`src/ops_cfg.svh`:
```
// Constants for the operator panel settings block
// Function
// RULE1 - Run key starts forward when direction setting is 0, reverse when 1; resets 0.
// RULE2 - Language code holds 0 to 7, one language each, 1 after reset.
// RULE3 - Dial mode 0 is frequency setting, 1 potentiometer, key lock off; resets 0.
// RULE4 - Operator presses mode key to confirm dial mode or key lock setting.
// RULE5 - Under key lock, held disabled key shows lock indication and is ignored.
// RULE6 - Stop/reset key keeps working while key lock is active.
// RULE7 - Step setting 0 means each dial click changes frequency by 0.01Hz.
// RULE8 - Step values 0.01, 0.1, 1, 10 change frequency exactly that per click.
// RULE9 - At set frequency 100 or above, dial step is at least 0.1.
// RULE10 - At machine speed 1000 or above, dial step is at least 1.
// RULE11 - Selected step applies only while editing set frequency, not other parameters.
// RULE12 - With machine speed display, minimum increment also comes from step setting.
// RULE13 - Buzzer beeps on each key press when setting is 1, silent at 0; resets 1.
// RULE14 - With buzzer enabled, a fault also sounds an alert beep.
// RULE15 - Contrast 0 lightest to 63 darkest, reset 58, lower is lighter.
// RULE16 - Contrast is stored only when the operator presses the write key.
// RULE17 - Panel settings are writable only while extended visibility setting is 0.
// RULE18 - Step, buzzer and contrast writable during operation even with write protect 0.
// RULE19 - Contrast is listed as simple parameter only while parameter unit connected; the code only reports pu_connected as status bit 6.
// RULE20 - Clockwise click adds one step, counter-clockwise subtracts one step.
`ifndef OPS_CFG_SVH
`define OPS_CFG_SVH
`define OPS_OFS_RUNDIR   8'h00
`define OPS_OFS_LANG     8'h04
`define OPS_OFS_DMODE    8'h08
`define OPS_OFS_STEP     8'h0c
`define OPS_OFS_BUZZ     8'h10
`define OPS_OFS_CONTR    8'h14
`define OPS_OFS_PROT     8'h18
`define OPS_OFS_FREQ     8'h1c
`define OPS_OFS_STATUS   8'h20
`define OPS_RST_LANG     3'h1
`define OPS_RST_BUZZ     1'h1
`define OPS_RST_CONTR    6'h3a
`define OPS_STEP_MAXCODE 3'h4
`define OPS_FREQ_100HZ   24'h002710
`define OPS_SPEED_1000   24'h0186a0
`define OPS_CNT_001      24'h000001
`define OPS_CNT_01       24'h00000a
`define OPS_CNT_1        24'h000064
`define OPS_CNT_10       24'h0003e8
`define OPS_CLK_MHZ      100
`define OPS_BEEP_US      50000
`endif

```
`src/ops_pkg.sv`:
```
// Types for the operator panel settings block
`default_nettype none
package ops_pkg;
  typedef enum logic [2:0] {OPS_STEP_OFF, OPS_STEP_001, OPS_STEP_01, OPS_STEP_1, OPS_STEP_10} ops_step_e;
  typedef enum logic [1:0] {OPS_WP_NORMAL, OPS_WP_LOCKED, OPS_WP_ANYTIME, OPS_WP_RSVD} ops_wprot_e;
  typedef enum logic {OPS_BEEP_IDLE, OPS_BEEP_ON} ops_beep_e;
endpackage
`default_nettype wire

```
`src/ops_keys_if.sv`:
```
// Key event carrier between key scanner and settings core
`default_nettype none
interface ops_keys_if;
  logic run_p;
  logic stop_p;
  logic mode_p;
  logic write_p;
  logic other_p;
  logic any_p;
  logic held_run;
  logic held_write;
  logic held_other;
  modport src (output run_p, stop_p, mode_p, write_p, other_p, any_p, held_run, held_write, held_other);
  modport dst (input run_p, stop_p, mode_p, write_p, other_p, any_p, held_run, held_write, held_other);
endinterface
`default_nettype wire

```
`src/ops_beeper.sv`:
```
// Buzzer pulse stretcher
`default_nettype none
module ops_beeper
  import ops_pkg::*;
#(
  parameter int unsigned BEEP_CYCLES = 5000000
)
(
  input  wire logic clk,
  input  wire logic reset_n,
  input  wire logic beep_req,
  output var  logic buzzer
);
  ops_beep_e   state_q;
  logic [31:0] cnt_q;

  // A new request restarts the tone so rapid presses stay audible
  always_ff @(posedge clk or negedge reset_n)
  begin
    if (!reset_n)
    begin
      state_q <= OPS_BEEP_IDLE;
      cnt_q   <= 32'h0;
      buzzer  <= 1'b0;
    end
    else if (beep_req)
    begin
      state_q <= OPS_BEEP_ON;
      cnt_q   <= BEEP_CYCLES - 32'h1;
      buzzer  <= 1'b1;
    end
    else
    begin
      unique case (state_q)
        OPS_BEEP_IDLE:
        begin
          buzzer <= 1'b0;
        end
        OPS_BEEP_ON:
        begin
          if (cnt_q == 32'h0)
          begin
            state_q <= OPS_BEEP_IDLE;
            buzzer  <= 1'b0;
          end
          else
          begin
            cnt_q <= cnt_q - 32'h1;
          end
        end
      endcase
    end
  end
endmodule
`default_nettype wire

```
`src/ops_key_scan.sv`:
```
// Key press edge detection
`default_nettype none
module ops_key_scan
  import ops_pkg::*;
(
  input  wire logic clk,
  input  wire logic reset_n,
  input  wire logic key_run,
  input  wire logic key_stop,
  input  wire logic key_mode,
  input  wire logic key_write,
  input  wire logic key_other,
  ops_keys_if.src   keys
);
  logic [4:0] prev_q;
  logic [4:0] now_w;
  assign now_w = {key_other, key_write, key_mode, key_stop, key_run};

  always_ff @(posedge clk or negedge reset_n)
  begin
    if (!reset_n)
    begin
      prev_q          <= 5'h00;
      keys.run_p      <= 1'b0;
      keys.stop_p     <= 1'b0;
      keys.mode_p     <= 1'b0;
      keys.write_p    <= 1'b0;
      keys.other_p    <= 1'b0;
      keys.any_p      <= 1'b0;
      keys.held_run   <= 1'b0;
      keys.held_write <= 1'b0;
      keys.held_other <= 1'b0;
    end
    else
    begin
      prev_q          <= now_w;
      keys.run_p      <= now_w[0] & ~prev_q[0];
      keys.stop_p     <= now_w[1] & ~prev_q[1];
      keys.mode_p     <= now_w[2] & ~prev_q[2];
      keys.write_p    <= now_w[3] & ~prev_q[3];
      keys.other_p    <= now_w[4] & ~prev_q[4];
      keys.any_p      <= |(now_w & ~prev_q);
      keys.held_run   <= now_w[0];
      keys.held_write <= now_w[3];
      keys.held_other <= now_w[4];
    end
  end
endmodule
`default_nettype wire

```
`src/ops_panel_top.sv`:
```
// Operator panel settings core with Wishbone register slave
`include "ops_cfg.svh"
`default_nettype none
module ops_panel_top
  import ops_pkg::*;
#(
  parameter int unsigned BEEP_CYCLES = `OPS_BEEP_US * `OPS_CLK_MHZ,
  parameter int unsigned FREQ_W      = 24
)
(
  input  wire logic              clk,
  input  wire logic              reset_n,
  input  wire logic              wb_cyc_i,
  input  wire logic              wb_stb_i,
  input  wire logic              wb_we_i,
  input  wire logic [7:0]        wb_adr_i,
  input  wire logic [31:0]       wb_dat_i,
  input  wire logic [3:0]        wb_sel_i,
  output var  logic [31:0]       wb_dat_o,
  output var  logic              wb_ack_o,
  input  wire logic              key_run,
  input  wire logic              key_stop,
  input  wire logic              key_mode,
  input  wire logic              key_write,
  input  wire logic              key_other,
  input  wire logic              dial_cw,
  input  wire logic              dial_ccw,
  input  wire logic              edit_set_freq,
  input  wire logic              fault,
  input  wire logic              pu_connected,
  output var  logic              motor_run,
  output var  logic              motor_reverse,
  output var  logic              hold_ind,
  output logic                   buzzer,
  output var  logic [5:0]        lcd_contrast,
  output var  logic [2:0]        display_lang,
  output var  logic              pot_mode,
  output var  logic              key_lock,
  output var  logic [FREQ_W-1:0] set_freq
);
  ops_keys_if keys ();

  ops_key_scan u_scan (
    .clk       (clk),
    .reset_n   (reset_n),
    .key_run   (key_run),
    .key_stop  (key_stop),
    .key_mode  (key_mode),
    .key_write (key_write),
    .key_other (key_other),
    .keys      (keys.src)
  );

  logic       rundir_q;
  logic [2:0] lang_q;
  logic [1:0] dmode_pend_q;
  logic [1:0] dmode_q;
  ops_step_e  step_q;
  logic       buzz_q;
  logic [5:0] contr_pend_q;
  logic       ext_vis_q;
  ops_wprot_e wprot_q;
  logic       speed_sel_q;
  logic       fault_q;
  logic       beep_req_q;

  ops_beeper #(.BEEP_CYCLES(BEEP_CYCLES)) u_beep (
    .clk      (clk),
    .reset_n  (reset_n),
    .beep_req (beep_req_q),
    .buzzer   (buzzer)
  );

  // Byte-lane merge of a write onto the current value
  function automatic logic [31:0] lane_merge(input logic [31:0] old_v, input logic [31:0] new_v,
                                             input logic [3:0] sel);
    logic [31:0] r;
    r = old_v;
    for (int i = 0; i < 4; i++)
      if (sel[i])
        r[i*8 +: 8] = new_v[i*8 +: 8];
    return r;
  endfunction

  // Dial increment in 0.01 units
  function automatic logic [FREQ_W-1:0] dial_step(input ops_step_e code, input logic [FREQ_W-1:0] f,
                                                   input logic spd, input logic edit);
    logic [23:0] s;
    s = `OPS_CNT_001;
    if (edit)                                                   // RULE11
    begin
      unique case (code)                                        // RULE8 RULE12
        OPS_STEP_01: s = `OPS_CNT_01;
        OPS_STEP_1:  s = `OPS_CNT_1;
        OPS_STEP_10: s = `OPS_CNT_10;
        default:     s = `OPS_CNT_001;                          // RULE7
      endcase
    end
    if (!spd && f >= FREQ_W'(`OPS_FREQ_100HZ) && s < `OPS_CNT_01) // RULE9
      s = `OPS_CNT_01;
    if (spd && f >= FREQ_W'(`OPS_SPEED_1000) && s < `OPS_CNT_1)   // RULE10
      s = `OPS_CNT_1;
    return FREQ_W'(s);
  endfunction

  // Bus access decode
  logic        acc_w;
  logic        wr_w;
  logic [31:0] cur_w;
  logic [31:0] wv_w;
  logic        grp_a_ok;
  logic        grp_b_ok;
  logic        lock_w;

  assign acc_w  = wb_cyc_i & wb_stb_i & ~wb_ack_o;
  assign wr_w   = acc_w & wb_we_i;
  assign lock_w = dmode_q[1];
  // Direction, language and dial mode wait for a stop under normal protection
  assign grp_a_ok = ~ext_vis_q & (wprot_q == OPS_WP_ANYTIME |
                    (wprot_q == OPS_WP_NORMAL & ~motor_run));   // RULE17
  assign grp_b_ok = ~ext_vis_q & (wprot_q != OPS_WP_LOCKED);    // RULE17 RULE18

  always_comb
  begin
    cur_w = 32'h0;
    unique case (wb_adr_i)
      `OPS_OFS_RUNDIR: cur_w = {31'h0, rundir_q};
      `OPS_OFS_LANG:   cur_w = {29'h0, lang_q};
      `OPS_OFS_DMODE:  cur_w = {28'h0, dmode_q, dmode_pend_q};
      `OPS_OFS_STEP:   cur_w = {29'h0, step_q};
      `OPS_OFS_BUZZ:   cur_w = {31'h0, buzz_q};
      `OPS_OFS_CONTR:  cur_w = {18'h0, lcd_contrast, 2'h0, contr_pend_q};
      `OPS_OFS_PROT:   cur_w = {28'h0, speed_sel_q, wprot_q, ext_vis_q};
      `OPS_OFS_FREQ:   cur_w = {{(32-FREQ_W){1'b0}}, set_freq};
      `OPS_OFS_STATUS: cur_w = {25'h0, pu_connected, fault_q, hold_ind, key_lock, pot_mode,
                                motor_reverse, motor_run};      // RULE19
      default:         cur_w = 32'h0;
    endcase
  end
  assign wv_w = lane_merge(cur_w, wb_dat_i, wb_sel_i);

  // Wishbone handshake, one wait state
  always_ff @(posedge clk or negedge reset_n)
  begin
    if (!reset_n)
    begin
      wb_ack_o <= 1'b0;
      wb_dat_o <= 32'h0;
    end
    else
    begin
      wb_ack_o <= acc_w;
      wb_dat_o <= acc_w ? cur_w : 32'h0;
    end
  end

  // Settings written by software
  always_ff @(posedge clk or negedge reset_n)
  begin
    if (!reset_n)
    begin
      rundir_q     <= 1'b0;                                     // RULE1
      lang_q       <= `OPS_RST_LANG;                            // RULE2
      dmode_pend_q <= 2'h0;                                     // RULE3
      step_q       <= OPS_STEP_OFF;                             // RULE8
      buzz_q       <= `OPS_RST_BUZZ;                            // RULE13
      contr_pend_q <= `OPS_RST_CONTR;                           // RULE15
      ext_vis_q    <= 1'b0;
      wprot_q      <= OPS_WP_NORMAL;
      speed_sel_q  <= 1'b0;
    end
    else if (wr_w)
    begin
      unique case (wb_adr_i)
        `OPS_OFS_RUNDIR: if (grp_a_ok) rundir_q <= wv_w[0];
        `OPS_OFS_LANG:   if (grp_a_ok) lang_q <= wv_w[2:0];     // RULE2
        `OPS_OFS_DMODE:  if (grp_a_ok) dmode_pend_q <= wv_w[1:0];
        `OPS_OFS_STEP:   if (grp_b_ok && wv_w[2:0] <= `OPS_STEP_MAXCODE) step_q <= ops_step_e'(wv_w[2:0]);
        `OPS_OFS_BUZZ:   if (grp_b_ok) buzz_q <= wv_w[0];
        `OPS_OFS_CONTR:  if (grp_b_ok) contr_pend_q <= wv_w[5:0];
        `OPS_OFS_PROT:
        begin
          ext_vis_q   <= wv_w[0];
          wprot_q     <= ops_wprot_e'(wv_w[2:1]);
          speed_sel_q <= wv_w[3];
        end
        default: ;
      endcase
    end
  end

  // Panel mode, lock and contrast taken from operator keys
  always_ff @(posedge clk or negedge reset_n)
  begin
    if (!reset_n)
    begin
      dmode_q      <= 2'h0;
      pot_mode     <= 1'b0;
      key_lock     <= 1'b0;
      lcd_contrast <= `OPS_RST_CONTR;
      display_lang <= `OPS_RST_LANG;
    end
    else
    begin
      display_lang <= lang_q;
      if (keys.mode_p)                                          // RULE4
      begin
        dmode_q  <= dmode_pend_q;
        pot_mode <= dmode_pend_q[0];                            // RULE3
        key_lock <= dmode_pend_q[1];
      end
      if (keys.write_p && !lock_w)                              // RULE16
        lcd_contrast <= contr_pend_q;                           // RULE15
    end
  end

  // Run state, hold indication, beeps
  always_ff @(posedge clk or negedge reset_n)
  begin
    if (!reset_n)
    begin
      motor_run     <= 1'b0;
      motor_reverse <= 1'b0;
      hold_ind      <= 1'b0;
      fault_q       <= 1'b0;
      beep_req_q    <= 1'b0;
    end
    else
    begin
      fault_q    <= fault;
      hold_ind   <= lock_w & (keys.held_run | keys.held_write | keys.held_other); // RULE5
      beep_req_q <= buzz_q & (keys.any_p | (fault & ~fault_q)); // RULE13 RULE14
      // Stop is never gated by the lock so the drive can always be halted
      if (keys.stop_p || fault)                                 // RULE6
        motor_run <= 1'b0;
      else if (keys.run_p && !lock_w)                           // RULE5
      begin
        motor_run     <= 1'b1;
        motor_reverse <= rundir_q;                              // RULE1
      end
    end
  end

  // Set frequency; dial clicks saturate rather than wrap
  logic [FREQ_W-1:0] stp_w;
  logic [FREQ_W:0]   up_w;
  assign stp_w = dial_step(step_q, set_freq, speed_sel_q, edit_set_freq);
  assign up_w  = {1'b0, set_freq} + {1'b0, stp_w};

  always_ff @(posedge clk or negedge reset_n)
  begin
    if (!reset_n)
      set_freq <= '0;
    else if (wr_w && wb_adr_i == `OPS_OFS_FREQ)
      set_freq <= wv_w[FREQ_W-1:0];
    else if (!lock_w && dial_cw && !dial_ccw)                   // RULE20 RULE5
      set_freq <= up_w[FREQ_W] ? '1 : up_w[FREQ_W-1:0];
    else if (!lock_w && dial_ccw && !dial_cw)                   // RULE20
      set_freq <= (set_freq < stp_w) ? '0 : set_freq - stp_w;
  end
endmodule
`default_nettype wire

```
`config.mk`:
```
export PLATFORM = sky130hd
export DESIGN_NAME = ops_panel_top
export DESIGN_NICKNAME = d
export VERILOG_FILES = /design/src/ops_pkg.sv /design/src/ops_keys_if.sv /design/src/ops_beeper.sv /design/src/ops_key_scan.sv /design/src/ops_panel_top.sv
export VERILOG_INCLUDE_DIRS = /design/src
export SDC_FILE = /design/constraint.sdc
export NUM_CORES = 1
export LEC_CHECK = 0
export ABC_AREA = 1
export BUFFER_PORTS_ARGS = -buffer_cell sky130_fd_sc_hd__buf_2
export CAP_MARGIN = 40
export CORE_ASPECT_RATIO = 0.9
export CORE_UTILIZATION = 25
export DETAILED_ROUTE_END_ITERATION = 16
export HOLD_SLACK_MARGIN = 0.1
export PLACE_DENSITY = 0.52
export SLEW_MARGIN = 20
export SYNTH_ARGS = -nofsm -noshare
export SYNTH_HDL_FRONTEND = slang
export SYNTH_SLANG_ARGS = --single-unit
```
`constraint.sdc`:
```
create_clock -name clk -period 5.6 [get_ports clk]
set_clock_uncertainty 0.05 [all_clocks]
set_input_delay 0.56 -clock clk [delete_from_list [all_inputs] [get_ports clk]]
set_output_delay 0.56 -clock clk [all_outputs]
set_load 0.02 [all_outputs]
```
# Word level (Yosys, flattened, before mapping)
# Index checks and enable logic that the tools add are counted.
[op_classes]
add_sub_neg = 3
n_lt_le_gt_ge = 6
eq_ne = 15
mux = 25
bitwise_logic = 29
reduce_logical = 33
[op_table]
columns = ["op", "n"]
rows = [
  ["24-bit case mux with 9 select lines", 1],
  ["24-bit two-way mux", 7],
  ["32-bit two-way mux", 4],
  ["8-bit by 5-bit == test with 1-bit output, second input constant", 4],
  ["32-bit logical NOT", 1],
  ["32-bit by 1-bit subtractor with 32-bit output, second input constant", 1],
  ["10-bit case mux with 3 select lines", 1],
  ["24-bit by 24-bit adder with 25-bit output", 1],
  ["24-bit by 14-bit greater-or-equal comparator with 1-bit output, second input constant", 1],
  ["24-bit by 17-bit greater-or-equal comparator with 1-bit output, second input constant", 1],
  ["24-bit < comparator", 1],
  ["24-bit by 4-bit < comparator with 1-bit output, second input constant", 1],
  ["24-bit by 7-bit < comparator with 1-bit output, second input constant", 1],
  ["8-bit two-way mux", 3],
  ["24-bit subtractor", 1],
  ["3-bit AND reduction", 6],
  ["8-bit by 4-bit == test with 1-bit output, second input constant", 2],
  ["1-bit bitwise AND", 13],
  ["1-bit logical AND", 12],
  ["10-bit two-way mux", 1],
  ["1-bit inverter", 10],
  ["8-bit by 3-bit == test with 1-bit output, second input constant", 1],
  ["8-bit by 6-bit == test with 1-bit output, second input constant", 1],
  ["8-bit logical NOT", 1],
  ["19 further kinds", 35],
]
[word_totals]
register_bits = 142
input_bits = 59
output_inout_bits = 72
elab_cells = 145

# Longest topological paths before layout
[depth]
depth_word = 14
ltp_mapped = 27
ltp_nobuf = 26

# Hierarchy
# A second synthesis with hierarchy kept.
[hier_totals]
hier_cells = 1404
hier_area_um2 = 9344.0
[modules_own_cells]
columns = ["module", "instances", "cells_each", "area_per_inst_um2", "seq_area_each_um2"]
rows = [
  ["ops_panel_top", 1, 1026, 6717.7, 2140.8],
  ["ops_beeper", 1, 349, 2264.7, 850.8],
  ["ops_key_scan", 1, 29, 361.6, 275.3],
]

# Worst setup path after synthesis
# OpenSTA, ideal clock, no wires.
[synth_path]
path_type = "reg2reg"
from = "register set_freq[10]"
to = "register set_freq[22]"
t_arrival_ps = 3158
required_ps = 5477
slack_ps = 2319
path_stages_with_launch = 23
synth_period_minus_slack_ps = 3281
cell_sequence = "dfrtp_1 > buf_2 > nand3_1 > o21ai_0 > nor2_1 > o2111ai_1 > nand2_1 > nand2_1 > nor2_1 > ha_1 > fa_1 > inv_1 > nand3_1 > nand2_1 > nand3_1 > nand2_1 > nand2_2 > a21oi_4 > buf_6 > nand3_2 > nand2_1 > nand2_1 > a21oi_2"
[synth_between]
elab_chain_cells = 12
[synth_rtl]
columns = ["item", "line_no", "rtl"]
rows = [
  ["from (decl)", "ops_panel_top.sv:39", "output var logic [FREQ_W-1:0] set_freq"],
  ["from (signal assigned)", "ops_panel_top.sv:255", "set_freq <= wv_w[FREQ_W-1:0];"],
  ["from (signal assigned)", "ops_panel_top.sv:257", "set_freq <= up_w[FREQ_W] ? '1 : up_w[FREQ_W-1:0];"],
  ["from (signal assigned)", "ops_panel_top.sv:259", "set_freq <= (set_freq < stp_w) ? '0 : set_freq - stp_w;"],
  ["24-bit by 14-bit greater-or-equal comparator with 1-bit output", "ops_panel_top.sv:99", "if (!spd && f >= FREQ_W'(`OPS_FREQ_100HZ) && s < `OPS_CNT_01)"],
  ["1-bit logical AND", "ops_panel_top.sv:99", ""],
  ["1-bit logical AND (no line)", "n/a", ""],
  ["24-bit two-way mux", "ops_panel_top.sv:99", ""],
  ["24-bit by 7-bit < comparator with 1-bit output (no line)", "n/a", ""],
  ["1-bit logical AND (no line)", "n/a", ""],
  ["24-bit two-way mux", "ops_panel_top.sv:101", "if (spd && f >= FREQ_W'(`OPS_SPEED_1000) && s < `OPS_CNT_1)"],
  ["24-bit subtractor / 24-bit < comparator (equally long branches)", "ops_panel_top.sv:259", ""],
  ["24-bit two-way mux", "ops_panel_top.sv:259", ""],
  ["24-bit two-way mux", "ops_panel_top.sv:258", "else if (!lock_w && dial_ccw && !dial_cw)"],
  ["24-bit two-way mux *", "ops_panel_top.sv:256", "else if (!lock_w && dial_cw && !dial_ccw)"],
  ["24-bit two-way mux *", "ops_panel_top.sv:254", "else if (wr_w && wb_adr_i == `OPS_OFS_FREQ)"],
]
# Mark *: on every way between the ends. The rest lies on a longest branch, timed or not. The select of a mux whose other input is x is not followed.
# A chain may end at the register's enable or synchronous reset.

# Worst setup path in the final report
[layout_path]
from = "register set_freq[10]"
to = "register set_freq[17]"
# Same word-level chain as after synthesis.

==> metrics.cfg <==
[logic_synthesis]
ys_types = 48
yosysTopAreaCell = dfrtp_1
seq_area_frac_synth_pct = 35.3
synth_xor_area_share_pct = 2.57
syn-instance-count = 1351
ys_ff_latch = 129
syn_avg_cell_area_um2 = 6.81
yosys.area_share.simple_pct = 37.7
yosys_warnings = 0
synth_top_area_share_pct = 32.1
syn_area_um2 = 9190
ys_top_cells_by_area = dfrtp_1 32%, nand2_1 15%, nand3_1 7.0%
synth_top_family_by_area = simple AND/OR/NAND/NOR gates
synth_fa_ha_area_share_pct = 3.16
synth-compound-area-share_pct = 10.7
synth_mux_area_share_pct = 0.367

[floorplanning]
core_area_um2 = 36200
die_w_um = 204
start_util_pct = 25.4
fp.dieH_um = 184
row_count = 66
num_io_pins = 131
die_area_um2 = 37500

[detailed_routing]
num_vias = 9192
drt_wl_total_um = 31400
ant_nets = 0
wl_per_cell_um = 16.2
drt-met1-wl_um = 14500
wl_met3_um = 1550
drcViolationCount = 0
drt_first_iter_violations = 720
vias_per_cell = 4.73
dr.max_layer_used = met4
drt-pass1-iter-count = 5
wl_met2_um = 14600

[sta]
maxSlewHeadroom_pct = 53.7
setup_viol = 0
setup_tns_ns = 0
period_share_pct = 76.3
slew_viol_final = 0
post-route-min-period_ns = 4.27
hold_violations = 0
tightest_slew_ns = 0.692
fin_ws_ns = 1.33
fmax_ghz = 0.234
rsz0062_at_grt = no

[cts]
numClockSinks = 129
clkTransAtPathRegs_ns = 0.06
cts_root_buf = clkbuf_16
cts_max_level = 4
cts_tree = built
numCtsBuffers = 17
insertion_delay_ns = 0.43
ctsLongestPathBuffers = 2

[critical_path]
path_buf_inv = 1
crit_chain = nand3_1 -> o21ai_0 -> nor2_1 -> o2111ai_1 -> nand2_1 -> nand2_1 -> nor2_1 -> ha_1 -> fa_1 -> inv_1 -> nand3_1 -> nand2_1 -> nand3_1 -> nand2_1 -> nand2_2 -> a21oi_4 -> nand3_1 -> nand2_1 -> nand2_1 -> a21oi_1
cp_top_family = simple AND/OR/NAND/NOR gates
cp.required_ns = 5.90
cpMostUsedCell = nand2_1
crit_slowest_cell = dfrtp_1
critPathArrivalTime_ns = 4.57
cp_max_fo = 15
slowest_delay_ns = 0.68
worstSetupPathType = reg -> reg
start_kind = register
end_kind = register

[place]
preCtsSetupSlack_ns = 1.37
place.gp.congestion = 0.909
place_inst = 1907
io_buffers = 113
dp_hpwl_um = 24400

[global_route]
antenna_found_initial = 0
grt_pass1_wl_um = 49300
grt_max_degree = 86
track_usage_pct = 17.0
first_global_vias = 8839
gr-total-overflow = 0

[finish]
nets = 1535
final_common_cell = nand2_1
layoutNonFillerInstCount = 1943
drive_gt1_share_pct = 16.9
area_growth_pct = 17.8
final_cell_mix = 363 x nand2_1, 166 x nor2_1, 154 x inv_1
n_antenna_cell = 0

[run_status]
status = finished, final reports clean

[flow_run]
max-cap-violations = 0

[power]
peakVddDrop_mv = 0.210
power.density_nw_per_um2 = 424
leakagePower_nw = 5.46

[worst_hold_path]
hp-class = in -> reg

==> power breakdown <==
group | leakage [nW] | switching (mW) | internal [mW]
clock network | 0.287 | 0.458 | 0.686
registers | 1.63 | 0.317 | 1.11
logic | 3.54 | 1.37 | 0.654
==> cell type report <==
type,instances,area [um2]
timing repair buffer,124,692
clock buffer,19,453
clock inverter,13,149
sequential,129,3240
tap,476,596
multi-input combinational,1008,5040
fill,3990,25300
inverter,174,661
==> cells by family (layout without fill, tap and decap cells) <==
family | count (synthesis) | in the layout
xor gates and xnor gates | 27 | 27
AOI/OAI and AO/OA | 173 | 173
buffers and inverters | 221 | 330
and+or+nand+nor | 775 | 775
other | 1 | 8
DFF | 129 | 129
muxes | 3 | 3
adders and majority gates | 22 | 22
==> registers in the layout (all words and copies together) (netlist names), 2 cells and up <==
| signal | cells |
|---|---|
| u_beep.cnt_q | 32 |
| set_freq | 24 |
| wb_dat_o | 24 |
| contr_pend_q | 6 |
| lcd_contrast | 6 |
| u_scan.prev_q | 4 |
| display_lang | 3 |
| lang_q | 3 |
| step_q | 3 |
| dmode_pend_q | 2 |
| wprot_q | 2 |
==> routing by layer <==
metal | global-route usage [%] | vias to the layer above
met3 | 2.52 | 37
met4 | 5.91 | 0
met2 | 27.4 | 253
met1 | 23.1 | 4368
li1 | - | 4534
met5 | 0 | -
==> worst paths after layout <==
path | start | to | slack [ns] | cells past startpoint
max in group asynchronous | reset_n | wb_ack_o | 3.73 | 4
max reg2reg | set_freq[10] | set_freq[17] | 1.33 | 20
max | set_freq[10] | set_freq[17] | 1.33 | 20
min in group asynchronous | reset_n | u_beep.cnt_q[0] | 0.48 | 2
min | key_other | u_scan.keys.held_other | 0.20 | 1
min reg2reg | lang_q[0] | display_lang[0] | 0.33 | 0
==> repair_timing <==
item,in CTS,in global routing
resized for setup,0,0
hold buffers,0,1
hold endpoints to repair,0,16
setup buffers,0,0
==> worst register-to-register path, cell delays in order, from the launching register on <==
cell and delay, ns:
dfrtp_1 0.68, nand3_1 0.14, o21ai_0 0.22, nor2_1 0.06, o2111ai_1 0.32, nand2_1 0.09
nand2_1 0.18, nor2_1 0.11, ha_1 0.22, fa_1 0.41, inv_1 0.10, nand3_1 0.08
nand2_1 0.14, nand3_1 0.09, nand2_1 0.16, nand2_2 0.09, a21oi_4 0.58, nand3_1 0.15
nand2_1 0.13, nand2_1 0.06, a21oi_1 0.16
==> cell usage after synthesis (all sizes together) <==
master   count
a21boi       1
a21oi       68
a31oi        5
and2         3
and3         1
buf         36
clkbuf      11
clkinv       3
conb         1
dfrtp      118
dfstp       11
fa           2
ha          20
inv        171
mux2         3
nand2      375
nand3      141
nand3b       4
nand4       24
nor2       185
nor3        34
nor3b        3
nor4         3
o2111ai      1
o211ai       7
o21ai       75
o21bai       3
o221ai       1
o22ai        2
o31ai       10
or2          2
xnor2        7
xor2        20
==> stage by stage <==
step | instance area [um2] | hold slack, ns | util [%] | power, mW
6_report | 10800 | 0.205 | 30.0 | 4.59
5_1_grt | 10800 | 0.192 | 30.0 | 4.93
4_1_cts | 10800 | 0.181 | 29.8 | 4.59
3_5_place_dp | 10200 | 0.328 | 28.1 | 3.42
3_3_place_gp | 10200 | 0.327 | 28.1 | 3.41
2_1_floorplan | 9220 | 0.214 | - | 2.83
Power figures use the tool's default switching activity.
